===== src/rtl/adc_setup_pkg.sv =====
package adc_setup_pkg;

    localparam int          ADDR_W              = 8;
    localparam int          DATA_W              = 8;
    localparam int          VOL_W               = 7;

    localparam logic [7:0]  ADC_CHANNEL_SETUP_OFS  = 8'h51;
    localparam logic [7:0]  ADC_FINE_GAIN_MUTE_OFS = 8'h52;
    localparam logic [7:0]  LEFT_ADC_VOLUME_OFS    = 8'h53;

    localparam logic [7:0]  ADC_CHANNEL_SETUP_RST  = 8'h00;
    localparam logic [7:0]  ADC_FINE_GAIN_MUTE_RST = 8'h88;
    localparam logic [6:0]  LEFT_ADC_VOLUME_RST    = 7'h00;

    localparam int          LEFT_PWR_BIT        = 7;
    localparam int          RIGHT_PWR_BIT       = 6;
    localparam int          DMIC_SEL_HI         = 5;
    localparam int          DMIC_SEL_LO         = 4;
    localparam int          LEFT_DMIC_BIT       = 3;
    localparam int          RIGHT_DMIC_BIT      = 2;
    localparam int          STEP_HI             = 1;
    localparam int          STEP_LO             = 0;
    localparam int          LEFT_MUTE_BIT       = 7;
    localparam int          LEFT_FINE_HI        = 6;
    localparam int          LEFT_FINE_LO        = 4;
    localparam int          RIGHT_MUTE_BIT      = 3;
    localparam int          RIGHT_FINE_HI       = 2;
    localparam int          RIGHT_FINE_LO       = 0;

    localparam logic [6:0]  VOL_MIN             = 7'h68;
    localparam logic [6:0]  VOL_MAX             = 7'h28;

    typedef enum logic [1:0] {
        DMIC_GPIO       = 2'b00,
        DMIC_BCLK       = 2'b01,
        DMIC_DIN        = 2'b10,
        DMIC_RESERVED   = 2'b11
    } dmic_sel_t;

    typedef enum logic [1:0] {
        STEP_EVERY_WCLK = 2'b00,
        STEP_EVERY_TWO  = 2'b01,
        STEP_DISABLED   = 2'b10,
        STEP_RESERVED   = 2'b11
    } step_mode_t;

    typedef struct packed {
        logic       left_power;
        logic       right_power;
        dmic_sel_t  dmic_sel;
        logic       left_dmic;
        logic       right_dmic;
        step_mode_t step_mode;
    } channel_setup_t;

    typedef struct packed {
        logic       left_mute;
        logic [2:0] left_fine;
        logic       right_mute;
        logic [2:0] right_fine;
    } fine_gain_t;

    typedef struct packed {
        logic            left_power;
        logic            right_power;
        logic            left_dmic;
        logic            right_dmic;
        logic            dmic_on_gpio;
        logic            dmic_on_bclk;
        logic            dmic_on_din;
        logic            left_mute;
        logic            right_mute;
        logic [2:0]      left_fine;
        logic [2:0]      right_fine;
        logic [VOL_W-1:0] left_vol_applied;
        logic            left_vol_settled;
    } adc_ctrl_t;

endpackage


===== src/rtl/adc_channel_setup_gain_regs.sv =====
// Summary of operation
// - Setup bit 7 powers up left ADC; resets to 0.
// - Setup bit 6 powers up right ADC; resets to 0.
// - Setup bits 5:4 pick microphone pin: GPIO, bit clock, data in; 11 forbidden.
// - Setup bit 3 routes left ADC from digital microphone.
// - Setup bit 2 routes right ADC from digital microphone.
// - Setup bits 1:0 soft-step rate: per word clock, per two, immediate.
// - Fine gain bit 7 mutes left ADC; resets muted.
// - Fine gain bits 6:4 left fine gain 0 to -0.4dB; 001-011 forbidden.
// - Fine gain bit 3 mutes right ADC; resets muted.
// - Fine gain bits 2:0 right fine gain, same codes as left.
// - Left volume bits 6:0 two's complement half-dB steps, -12 to +20dB.
// - Left volume bit 7 reserved, reads 0, written as 0.
`timescale 1ns/1ps
`default_nettype none
module adc_channel_setup_gain_regs
    import adc_setup_pkg::*;
(
    input  wire logic              clock_i,
    input  wire logic              reset_n_i,
    input  wire logic [ADDR_W-1:0] addr_i,
    input  wire logic [DATA_W-1:0] wdata_i,
    input  wire logic              write_i,
    input  wire logic              read_i,
    input  wire logic              word_clk_i,
    output logic [DATA_W-1:0]      rdata_o,
    output adc_ctrl_t              ctrl_o
);

    typedef struct packed {
        channel_setup_t   setup;
        fine_gain_t       fine;
        logic [VOL_W-1:0] left_vol;
        logic [DATA_W-1:0] rdata;
        logic             wclk_meta;
        logic             wclk_sync;
        logic             wclk_prev;
        adc_ctrl_t        ctrl;
    } regs_state_t;

    regs_state_t s_q;
    regs_state_t s_d;

    logic             word_tick;
    logic [VOL_W-1:0] vol_applied;
    logic             vol_settled;

    assign word_tick = s_q.wclk_sync & ~s_q.wclk_prev;

    vol_stepper #(
        .W (VOL_W)
    ) u_vol_stepper (
        .clock_i     (clock_i),
        .reset_n_i   (reset_n_i),
        .word_tick_i (word_tick),
        .mode_i      (s_q.setup.step_mode),
        .target_i    (s_q.left_vol),
        .applied_o   (vol_applied),
        .settled_o   (vol_settled)
    );

    always_comb begin
        s_d = s_q;
        s_d.wclk_meta = word_clk_i;
        s_d.wclk_sync = s_q.wclk_meta;
        s_d.wclk_prev = s_q.wclk_sync;
        if (write_i) begin
            unique case (addr_i)
                ADC_CHANNEL_SETUP_OFS: begin
                    s_d.setup = channel_setup_t'(wdata_i);
                end
                ADC_FINE_GAIN_MUTE_OFS: begin
                    s_d.fine = fine_gain_t'(wdata_i);
                end
                LEFT_ADC_VOLUME_OFS: begin
                    s_d.left_vol = wdata_i[VOL_W-1:0];
                end
                default: begin
                end
            endcase
        end
        s_d.rdata = '0;
        if (read_i) begin
            unique case (addr_i)
                ADC_CHANNEL_SETUP_OFS: begin
                    s_d.rdata = s_q.setup;
                end
                ADC_FINE_GAIN_MUTE_OFS: begin
                    s_d.rdata = s_q.fine;
                end
                LEFT_ADC_VOLUME_OFS: begin
                    s_d.rdata = {1'b0, s_q.left_vol};
                end
                default: begin
                    s_d.rdata = '0;
                end
            endcase
        end
        s_d.ctrl.left_power   = s_q.setup.left_power;
        s_d.ctrl.right_power  = s_q.setup.right_power;
        s_d.ctrl.left_dmic    = s_q.setup.left_dmic;
        s_d.ctrl.right_dmic   = s_q.setup.right_dmic;
        s_d.ctrl.dmic_on_gpio = s_q.setup.dmic_sel == DMIC_GPIO;
        s_d.ctrl.dmic_on_bclk = s_q.setup.dmic_sel == DMIC_BCLK;
        s_d.ctrl.dmic_on_din  = s_q.setup.dmic_sel == DMIC_DIN;
        s_d.ctrl.left_mute    = s_q.fine.left_mute;
        s_d.ctrl.right_mute   = s_q.fine.right_mute;
        s_d.ctrl.left_fine    = s_q.fine.left_fine;
        s_d.ctrl.right_fine   = s_q.fine.right_fine;
        s_d.ctrl.left_vol_applied = vol_applied;
        s_d.ctrl.left_vol_settled = vol_settled;
    end

    always_ff @(posedge clock_i or negedge reset_n_i) begin
        if (!reset_n_i) begin
            s_q          <= '0;
            s_q.setup    <= channel_setup_t'(ADC_CHANNEL_SETUP_RST);
            s_q.fine     <= fine_gain_t'(ADC_FINE_GAIN_MUTE_RST);
            s_q.left_vol <= LEFT_ADC_VOLUME_RST;
            s_q.ctrl.left_mute  <= 1'b1;
            s_q.ctrl.right_mute <= 1'b1;
            s_q.ctrl.dmic_on_gpio <= 1'b1;
            s_q.ctrl.left_vol_settled <= 1'b1;
        end else begin
            s_q <= s_d;
        end
    end

    assign rdata_o = s_q.rdata;
    assign ctrl_o  = s_q.ctrl;

endmodule
`default_nettype wire


===== src/rtl/vol_stepper.sv =====
`timescale 1ns/1ps
`default_nettype none
module vol_stepper
    import adc_setup_pkg::*;
#(
    parameter int W = VOL_W
) (
    input  wire logic         clock_i,
    input  wire logic         reset_n_i,
    input  wire logic         word_tick_i,
    input  wire step_mode_t   mode_i,
    input  wire logic [W-1:0] target_i,
    output logic [W-1:0]      applied_o,
    output logic              settled_o
);

    typedef struct packed {
        logic [W-1:0] applied;
        logic         half;
    } step_state_t;

    step_state_t s_q;
    step_state_t s_d;

    // Elaboration check: a step needs at least a sign bit and one magnitude bit
    if (W < 2) begin : g_width_check
        $error("vol_stepper width too small");
    end

    always_comb begin
        s_d = s_q;
        if (mode_i == STEP_DISABLED || mode_i == STEP_RESERVED) begin
            s_d.applied = target_i;
            s_d.half    = 1'b0;
        end else if (word_tick_i && s_q.applied != target_i) begin
            s_d.half = ~s_q.half;
            if (mode_i == STEP_EVERY_WCLK || s_q.half) begin
                if ($signed(target_i) > $signed(s_q.applied)) begin
                    s_d.applied = W'(s_q.applied + 1'b1);
                end else begin
                    s_d.applied = W'(s_q.applied - 1'b1);
                end
            end
        end else if (s_q.applied == target_i) begin
            s_d.half = 1'b0;
        end
    end

    always_ff @(posedge clock_i or negedge reset_n_i) begin
        if (!reset_n_i) begin
            s_q <= '0;
        end else begin
            s_q <= s_d;
        end
    end

    assign applied_o = s_q.applied;
    assign settled_o = (s_q.applied == target_i);

endmodule
`default_nettype wire


===== config.mk =====
export PLATFORM = sky130hd
export DESIGN_NAME = adc_channel_setup_gain_regs
export DESIGN_NICKNAME = d
export VERILOG_FILES = /design/src/rtl/adc_setup_pkg.sv /design/src/rtl/adc_channel_setup_gain_regs.sv /design/src/rtl/vol_stepper.sv
export SDC_FILE = /design/constraint.sdc
export NUM_CORES = 1
export LEC_CHECK = 0
export BUFFER_PORTS_ARGS = -buffer_cell sky130_fd_sc_hd__buf_2
export CORE_MARGIN = 10
export CORE_UTILIZATION = 55
export CTS_CLUSTER_DIAMETER = 80
export DETAILED_ROUTE_END_ITERATION = 8
export PLACE_DENSITY = 0.78
export SYNTH_ARGS = -nofsm -noshare
export SYNTH_HDL_FRONTEND = slang
export SYNTH_SLANG_ARGS = --single-unit
export TNS_END_PERCENT = 20

===== constraint.sdc =====
create_clock -name clock_i -period 3.5 [get_ports clock_i]
set_input_delay 0.875 -clock clock_i [delete_from_list [all_inputs] [get_ports clock_i]]
set_output_delay 0.875 -clock clock_i [all_outputs]
set_load 0.01 [all_outputs]

# Word-level counts from Yosys, hierarchy flattened
# Index checks and enable logic that the tools add are counted.
[totals]
regBits = 65
latchBits = 0
ramBits = 0
rom_bits = 0
mem_count = 0
[classes]
addsub = 2
mul = 0
div = 0
n_lt_le_gt_ge = 1
n_eq_ne = 9
shifts = 0
n_mux = 8
bitwise_logic = 3
n_reduce_logical = 12
[ops]
columns = ["cell", "n"]
rows = [
  ["$eq A8 B7 Y1 const B", 3],
  ["$pmux W8 S3", 1],
  ["$mux W7", 3],
  ["$mux W8", 2],
  ["$reduce_and A2 Y1", 4],
  ["$add A7 B1 Y7 const B", 1],
  ["$eq A7 B7 Y1", 1],
  ["$gt A7 B7 Y1", 1],
  ["$ne A7 B7 Y1", 1],
  ["$sub A7 B1 Y7 const B", 1],
  ["$eq A2 B2 Y1 const B", 3],
  ["$logic_not A2 Y1", 2],
  ["$reduce_bool A2 Y1", 2],
  ["$reduce_bool A3 Y1", 1],
  ["$eq A2 B1 Y1 const B", 1],
  ["$logic_or A1 B1 Y1", 2],
  ["$mux W1", 2],
  ["$not A1 Y1", 2],
  ["$and A1 B1 Y1", 1],
  ["$logic_and A1 B1 Y1", 1],
]

# Depth between registers and ports, before layout
# Gate-level depths: netlist of the first run.
[depth]
word_depth = 5
ltp_mapped = 11
depth_no_buf = 11

# Hierarchy
# From an unflattened synthesis of the first run, not the netlist that was laid out.
[unflattened]
hier_cells = 251
hier_area_um2 = 3106.7
[modules_own_cells]
columns = ["mod", "instances", "cells_each", "area_per_inst_um2", "seq_area_each_um2"]
rows = [
  ["adc_channel_setup_gain_regs", 1, 151, 2254.7, 1433.9],
  ["vol_stepper", 1, 100, 852.1, 200.2],
]

# Least setup slack after synthesis of the first run
# Ideal clock, no wire load.
[synth_timing]
kind = "flip-flop to flip-flop"
start = "reg s_q[38] in the netlist's numbering"
end = "reg u_vol_stepper.s_q, in the netlist u_vol_stepper.applied_o[6]"
setup_ps = 67
t_arrival_ps = 2742
t_required_ps = 3433
path_slack_ps = 690
stages_incl_launch_ff = 11
path_buffers = 0
cell_sequence = "dfrtp_1 > ha_1 > a21o_1 > a2111oi_2 > a221o_2 > ha_1 > a211oi_2 > o21ai_1 > a2111oi_0 > mux2i_1 > nand3_2"
[synth_via]
elab_chain_cells = 5
word_cells_on_any_way = 9
classes_between = "order compare (1); eq/ne (1); mux (4); reduce/logical (3)"
[synth_rtl]
columns = ["element", "line", "rtl"]
rows = [
  ["start, declared", "adc_channel_setup_gain_regs.sv:41", "regs_state_t s_q;"],
  ["$gt A7 B7 Y1", "vol_stepper.sv:38", "if ($signed(target_i) > $signed(s_q.applied)) begin"],
  ["$mux W7", "vol_stepper.sv:38", ""],
  ["$mux W7", "vol_stepper.sv:37", "if (mode_i == STEP_EVERY_WCLK || s_q.half) begin"],
  ["$mux W7", "vol_stepper.sv:35", "end else if (word_tick_i && s_q.applied != target_i) begin"],
  ["$mux W8", "vol_stepper.sv:32", "if (mode_i == STEP_DISABLED || mode_i == STEP_RESERVED) begin"],
  ["end signal, assigned", "vol_stepper.sv:51", "s_q <= '0;"],
  ["end signal, assigned", "vol_stepper.sv:53", "s_q <= s_d;"],
  ["end, declared", "vol_stepper.sv:22", "step_state_t s_q;"],
]
# Several ways; a longest one is shown, not always the timed one. The select of a mux whose other input is x is not followed.
# A chain may end at the register's enable or synchronous reset.

# Final worst setup path of the first run
[layout_timing]
start = "reg u_vol_stepper.s_q, in the netlist u_vol_stepper.applied_o[6]"
end = "reg u_vol_stepper.s_q, in the netlist u_vol_stepper.applied_o[6]"
[layout_via]
elab_chain_cells = 5
word_cells_on_any_way = 11
classes_between = "add/sub (2); order compare (1); eq/ne (1); mux (4); reduce/logical (3)"
[layout_rtl]
columns = ["element", "line", "rtl"]
rows = [
  ["$sub A7 B1 Y7 (tied with other cells)", "vol_stepper.sv:41", "s_d.applied = W'(s_q.applied - 1'b1);"],
  ["$mux W7", "vol_stepper.sv:38", ""],
  ["$mux W7", "vol_stepper.sv:37", ""],
  ["$mux W7", "vol_stepper.sv:35", ""],
  ["$mux W8", "vol_stepper.sv:32", ""],
]
# Several ways; a longest one is shown, not always the timed one. The select of a mux whose other input is x is not followed.

==> results.md, run 1 <==
- Ant. Diodes: 0
- Most frequent cells in the layout: dfrtp_1 (59), buf_2 (51), nor2_1 (23)
- Post-synth EDFFs: 0
- Cell breakdown of the critical path: inv_1, ha_1, nand4_2, a21o_1, a221o_2, fa_1, a211oi_2, o21ai_1, a2111oi_0, mux2i_1, nand3_2
- Clock buffer count from CTS: 9
- WP data arrival: approximately 3400 ps
- Top_reg_cell synth: dfrtp_1
- Initial core utilization: 0.581
- Switching share of power: 0.330
- LEAKAGE: approximately 1.7 nW
- Final hold violation count: 0
- Area of the multi-input gates: 1100 um2
- Total of max-cap violations: 0
- CP Max Fanout: 8
- Hold slack: about 360 ps
- Cts hold-fix bufs: 0
- Die Area: a little under 9000 um2
- Pint: about 1.4 mW
- Htree depth: 3
- Crit-path slowest cell: fa_1
- Final setup fails: 0
- Post-route clock period utilization: 0.905
- Initial antenna violation count: 0
- Fraction of synthesis flops using an asynchronous set or reset pin: 1.00
- Yosys warnings: 0
- DR vias/cell: between 5 and 6
- Critical Path RT: 3770 ps
- Distinct cells, synth: 43
- Avg WL per Cell: 16.4 um
- First-pass GRT wire length: ~10 mm
- Slew HR: 0.373
- Pwr Density: roughly 650 nW/um2
- Total grt overflow: 0
- Dpl hpwl: about 4.3 mm
- FF+latch count, synth: between 60 and 70
- Routed vias: about 1900
- Pin count of the biggest net entering global routing: 45
- Clk pwr share: 0.266
- Synth Cell Area: between 3000 and 4000 um2
- Fmax: around 0.32 GHz
- Post-layout minimum cycle time: approximately 3200 ps
- Setup TNS Final: 0 ps
- Die X: between 90 and 100 um
- Postcts setup bufs: 0
- Antenna-violating nets left: 0
- Clk buf depth: 2
- Synth-to-Final Area Change: 9.72%
- Clock Sinks: 65
- Iter 0 DRT Violations: 97
- GRT Resource Usage Total: 0.148
- Share of layout cells above drive strength 1: 0.364
- Worst-path clk slew: approximately 70 ps
- Crit path buffers/inverters: 1
- Die Span Y: 94.2 um
- Commonest non-fill, non-tap cell in the layout: dfrtp_1
- Synth top area cells: dfrtp_1 (49%), buf_4 (7.7%), mux2_2 (5.6%)
- Hold Path Class: reg2reg
- IO Pins: 52
- Delay of the slowest cell on the worst path: 460 ps
- Avg Inst Size Synth: roughly 12 um2
- DRC Markers: 0
- Net Count, Synth: ~280
- Post-synthesis cell count: 249
- Startpoint types: flop
- IO buf count: 51
- Drt total wl: just under 6 mm
- Routability cong.: between 0.8 and 0.9
- Maximum VDD drop: 0.354 mV
- RSZ-0062 raised after global routing: no
- Initial DRT Pass Iterations: 5
- Clk Latency, worst-skew pair: approximately 340 ps
- Top delay family on crit path: compound AO/OA/AOI/OAI gates
- Fillers: around 420
- Area share of the largest cell type after synthesis: 0.488
- Comb pwr share: 0.295
- Sequential element share of the synthesized area: 0.540
- Post_cts resized: 0
- Worst-margin pin slew: ~940 ps
- Status: finished clean
- Sequential Power Share: 0.439
- Rows: 26
- Slew Limit Fails: 0
- CP Class: reg2reg
- TritonCTS clock tree: yes
- Final worst clock skew: between 9 and 10 ps
- P_sw: 710 uW
- Sequential cell area: ~1600 um2
- Area of the core: 5200 um2
- Crit path capture type: flop
- Vias in the first global route: approximately 2000
- Clock Root Buffer: clkbuf_8
- Dominant cell type by area after synthesis: dfrtp_1
- Fin nets: between 300 and 400
Yosys cell counts (2+ instances only):
cell,n
dfrtp_1,59
buf_4,31
nor2_1,23
mux2_2,15
a21oi_1,13
ha_1,12
mux2i_1,10
inv_1,9
mux2_1,8
nand2_1,7
o21ai_0,7
dfstp_2,6
a21o_1,4
nor2b_1,4
xnor2_1,4
clkbuf_1,3
nand3_2,3
a22oi_1,2
buf_2,2
nand3_1,2
nor2_4,2
nor3_1,2
power groups by stage:
stage          sequential [mW]  combinational, mW  clock [mW]
3_5_place_dp             0.957              0.634           0
5_1_grt                  0.961              0.737       0.623
6_report                 0.944              0.635       0.572
3_3_place_gp             0.952              0.609           0
4_1_cts                  0.944              0.641       0.582
2_1_floorplan            0.931              0.533           0
path summary, 6_finish.rpt:
path,start,end,slack (ps),depth (start not counted)
worst max register to register,u_vol_stepper.applied_o[6]$_DFFE_PN0P_,u_vol_stepper.applied_o[6]$_DFFE_PN0P_,330,11
worst min register to register,s_d[24]$_DFF_PN0_,s_d[23]$_DFF_PN0_,360,0
worst max-delay path,u_vol_stepper.applied_o[6]$_DFFE_PN0P_,u_vol_stepper.applied_o[6]$_DFFE_PN0P_,330,11
min in group asynchronous,reset_n_i,ctrl_o[16]$_DFF_PN0_,680,1
max in group asynchronous,reset_n_i,ctrl_o[14]$_DFF_PN1_,2020,2
worst min-delay path,s_d[24]$_DFF_PN0_,s_d[23]$_DFF_PN0_,360,0
worst register-to-register path, delay by kind of cell (launching register included):
family | cells | cell delay, ps
AOI/OAI and AO/OA | 5 | 1460
adders and majority gates | 2 | 760
DFF | 1 | 400
and+or+nand+nor | 2 | 230
muxes | 1 | 170
buffers and inverters | 1 | 90
state kept, by name, summed over array words and instances (netlist names):
name / count
u_vol_stepper.applied_o: 7
s_q: 12
s_d: 14
ctrl_o: 23
rdata_o: 8
u_vol_stepper.s_q: 1
per-layer routing:
metal,track usage,vias up,wire length [um]
li1,-,891,-
met1,0.178,908,2510
met2,0.236,42,2870
met3,0.0360,10,295
met4,0.0810,0,106
met5,0,-,0
metrics by stage:
stage | total power [mW] | setup slack (ps) | instances | cell area (um2) | utilization
global placement | 1.56 | 520 | 337 | 3140 | 0.602
detailed placement | 1.59 | 406 | 337 | 3140 | 0.602
global route | 2.32 | 30.7 | 353 | 3320 | 0.638
floorplan | 1.46 | 690 | 249 | 3020 | -
CTS | 2.17 | 350 | 353 | 3320 | 0.638
finish | 2.15 | 332 | 353 | 3320 | 0.638
logic make-up after synthesis:
logic type | share of synthesized area
flip-flops | 0.540
AND/OR/NAND/NOR | 0.0906
buffers and inverters | 0.0964
AO/OA/AOI/OAI | 0.0782
multiplexers | 0.124
adder cells (fa/ha/maj) | 0.0563
XOR/XNOR | 0.0145
final cells by class:
| cell class | count | share of cell area |
|---|---|---|
| multi-input cells | 138 | 0.331 |
| inverters | 10 | 0.0113 |
| clock buffers | 12 | 0.0468 |
| flip-flops and latches | 65 | 0.492 |
| repair buffers | 54 | 0.0837 |
| well taps | 70 | 0.0264 |
| clock inverters | 4 | 0.00830 |
No activity file was read; power rests on OpenSTA's default activity.
==> run 2: changes to the inputs <==
CORE_MARGIN = 5   (was 10)
==> results.md, run 2 (synthesis results as in run 1) <==
- Status: finished clean
- Pin count of the biggest net entering global routing: 40
- Slew Limit Fails: 0
- Post_cts resized: 0
- Delay of the slowest cell on the worst path: approximately 390 ps
- Rows: 27
- Crit path buffers/inverters: 1
- Reg2Reg Depth: 11
- Final worst clock skew: roughly 8 ps
- Total grt overflow: 0
- IO Pins: 52
- Critical path depth in cells: 11
- Maximum VDD drop: around 0.41 mV
- Pint: between 1.5 and 2 mW
- Routability cong.: approximately 0.8
- Commonest non-fill, non-tap cell in the layout: dfrtp_1
- Ant. Diodes: 0
- Crit-path slowest cell: dfrtp_1
- Hold Path Class: in2async
- Vias in the first global route: 1873
- LEAKAGE: 1.70 nW
- Total of max-cap violations: 0
- Postcts setup bufs: 0
- Post-route clock period utilization: 0.883
- Fillers: approximately 430
- Share of layout cells above drive strength 1: 0.360
- Clk buf depth: 2
- Post-route core utilization: 0.616
- Max reg flops: 23
- Crit. Startpoint: u_vol_stepper.applied_o[4]$_DFFE_PN0P_
- Synth-to-Final Area Change: 10.8%
- Die Span Y: approximately 84 um
- Top delay family on crit path: compound AO/OA/AOI/OAI gates
- Clock Sinks: 65
- Fin nets: between 300 and 400
- P_sw: between 700 and 800 uW
- Clk pwr share: 0.301
- Avg WL per Cell: 15.3 um
- Post-layout minimum cycle time: around 3100 ps
- Comb pwr share: 0.279
- Pwr Density: between 600 and 700 nW/um2
- Drt total wl: approximately 5.4 mm
- IO buf count: between 50 and 60
- Antenna-violating nets left: 0
- Clock buffer count from CTS: 9
- Critical R2R Launch: u_vol_stepper.applied_o[4]$_DFFE_PN0P_
- Cts hold-fix bufs: 0
- Die X: approximately 84 um
- Clk Latency, worst-skew pair: 340 ps
- RSZ-0062 raised after global routing: no
- Post-placement setup slack: about 420 ps
- Dpl hpwl: 3.93 mm
- Post-Layout Inst Area: approximately 3300 um2
- CP most frequent cell: ha_1
- Gr busiest metal: met2
- Area of the core: roughly 5400 um2
- Htree depth: 3
- Placed instance area: 3140 um2
- GRT Resource Usage Total: 0.168
- Worst-path clk slew: around 70 ps
- Most frequent cells in the layout: dfrtp_1 (59), buf_2 (51), nor2_1 (23)
- GR Layer Usage met2: 0.263
- Crit path capture type: flop
- GRT met1 Usage: 0.218
- Final hold violation count: 0
- First-pass GRT wire length: approximately 9 mm
- Clock Root Buffer: clkbuf_8
- Area of the multi-input gates: between 1000 and 1500 um2
- Sequential Power Share: 0.420
- Initial core utilization: 0.556
- Slew HR: 0.555
- Cell breakdown of the critical path: inv_1, ha_1, a21o_1, a2111oi_2, a221o_2, ha_1, a211oi_2, o21ai_1, a2111oi_0, mux2i_1, nand3_2
- Initial antenna violation count: 0
- CP Max Fanout: 8
- GR met3 Demand/Resource: 0.0422
- TritonCTS clock tree: yes
- Final setup fails: 0
- CP Class: reg2reg
- Worst-margin pin slew: 664 ps
- Switching share of power: 0.312
- WP data arrival: around 3400 ps
- Startpoint types: flop
- Initial DRT Pass Iterations: 4
- Final WS setup: 409 ps
- Hold slack: approximately 350 ps
- Iter 0 DRT Violations: about 70
- Setup TNS Final: 0 ps
- Routed vias: approximately 1800
- Die Area: ~7100 um2
- Sequential cell area: 1630 um2
- DRC Markers: 0
- Critical Path RT: roughly 3800 ps
- Fmax: roughly 0.32 GHz
- DR vias/cell: 5.20
==> run 2: cell types whose count changed in the layout (fill, tap and decap cells not counted) <==
| cell | before | now |
|---|---|---|
| bufinv_16 | 0 | 2 |
| clkbuf_1 | 1 | 2 |
| clkbuf_8 | 11 | 9 |
| clkinvlp_4 | 3 | 2 |
==> run 2: path summary, 6_finish.rpt <==
check | endpoint | slack (ps)
worst max-delay path | u_vol_stepper.applied_o[6]$_DFFE_PN0P_ | 410
worst min-delay path | ctrl_o[17]$_DFF_PN0_ | 350
worst max register to register | u_vol_stepper.applied_o[6]$_DFFE_PN0P_ | 410
worst min register to register | s_d[23]$_DFF_PN0_ | 360
max in group asynchronous | ctrl_o[14]$_DFF_PN1_ | 2450
min in group clock_i | s_d[23]$_DFF_PN0_ | 360
==> run 2: cell type report <==
cell class / count / area share
Clock buffer: 11 / 0.0392
Inverter: 10 / 0.0112
Sequential cell: 65 / 0.488
Multi-Input combinational cell: 138 / 0.328
Timing Repair Buffer: 54 / 0.0829
Tap cell: 72 / 0.0269
Clock inverter: 5 / 0.0239
==> run 2: metal layers <==
| layer | up-vias | part of all wire |
|---|---|---|
| li1 | 885 | - |
| met4 | 0 | 0.021 |
| met2 | 32 | 0.49 |
| met1 | 918 | 0.45 |
| met3 | 10 | 0.038 |
| met5 | - | 0 |
==> run 2: through the flow <==
stage               instances  power (mW)
floorplan                 249        1.46
global placement          339        1.56
detailed placement        339        1.58
CTS                       355        2.27
global route              355        2.39
finish                    355        2.25
==> run 2: power by group through the flow <==
stage	Clock [mW]	Combinational [mW]	Sequential, mW
5_1_grt	0.728	0.694	0.963
2_1_floorplan	0	0.533	0.931
3_3_place_gp	0	0.605	0.953
3_5_place_dp	0	0.627	0.958
6_report	0.676	0.627	0.946
4_1_cts	0.690	0.632	0.946
==> run 2: worst register-to-register path, cell delays in order, from the launching register on <==
cell	delay [ps]
dfrtp_1	390
inv_1	60
ha_1	300
a21o_1	200
a2111oi_2	360
a221o_2	340
ha_1	330
a211oi_2	270
o21ai_1	150
a2111oi_0	390
mux2i_1	150
nand3_2	90
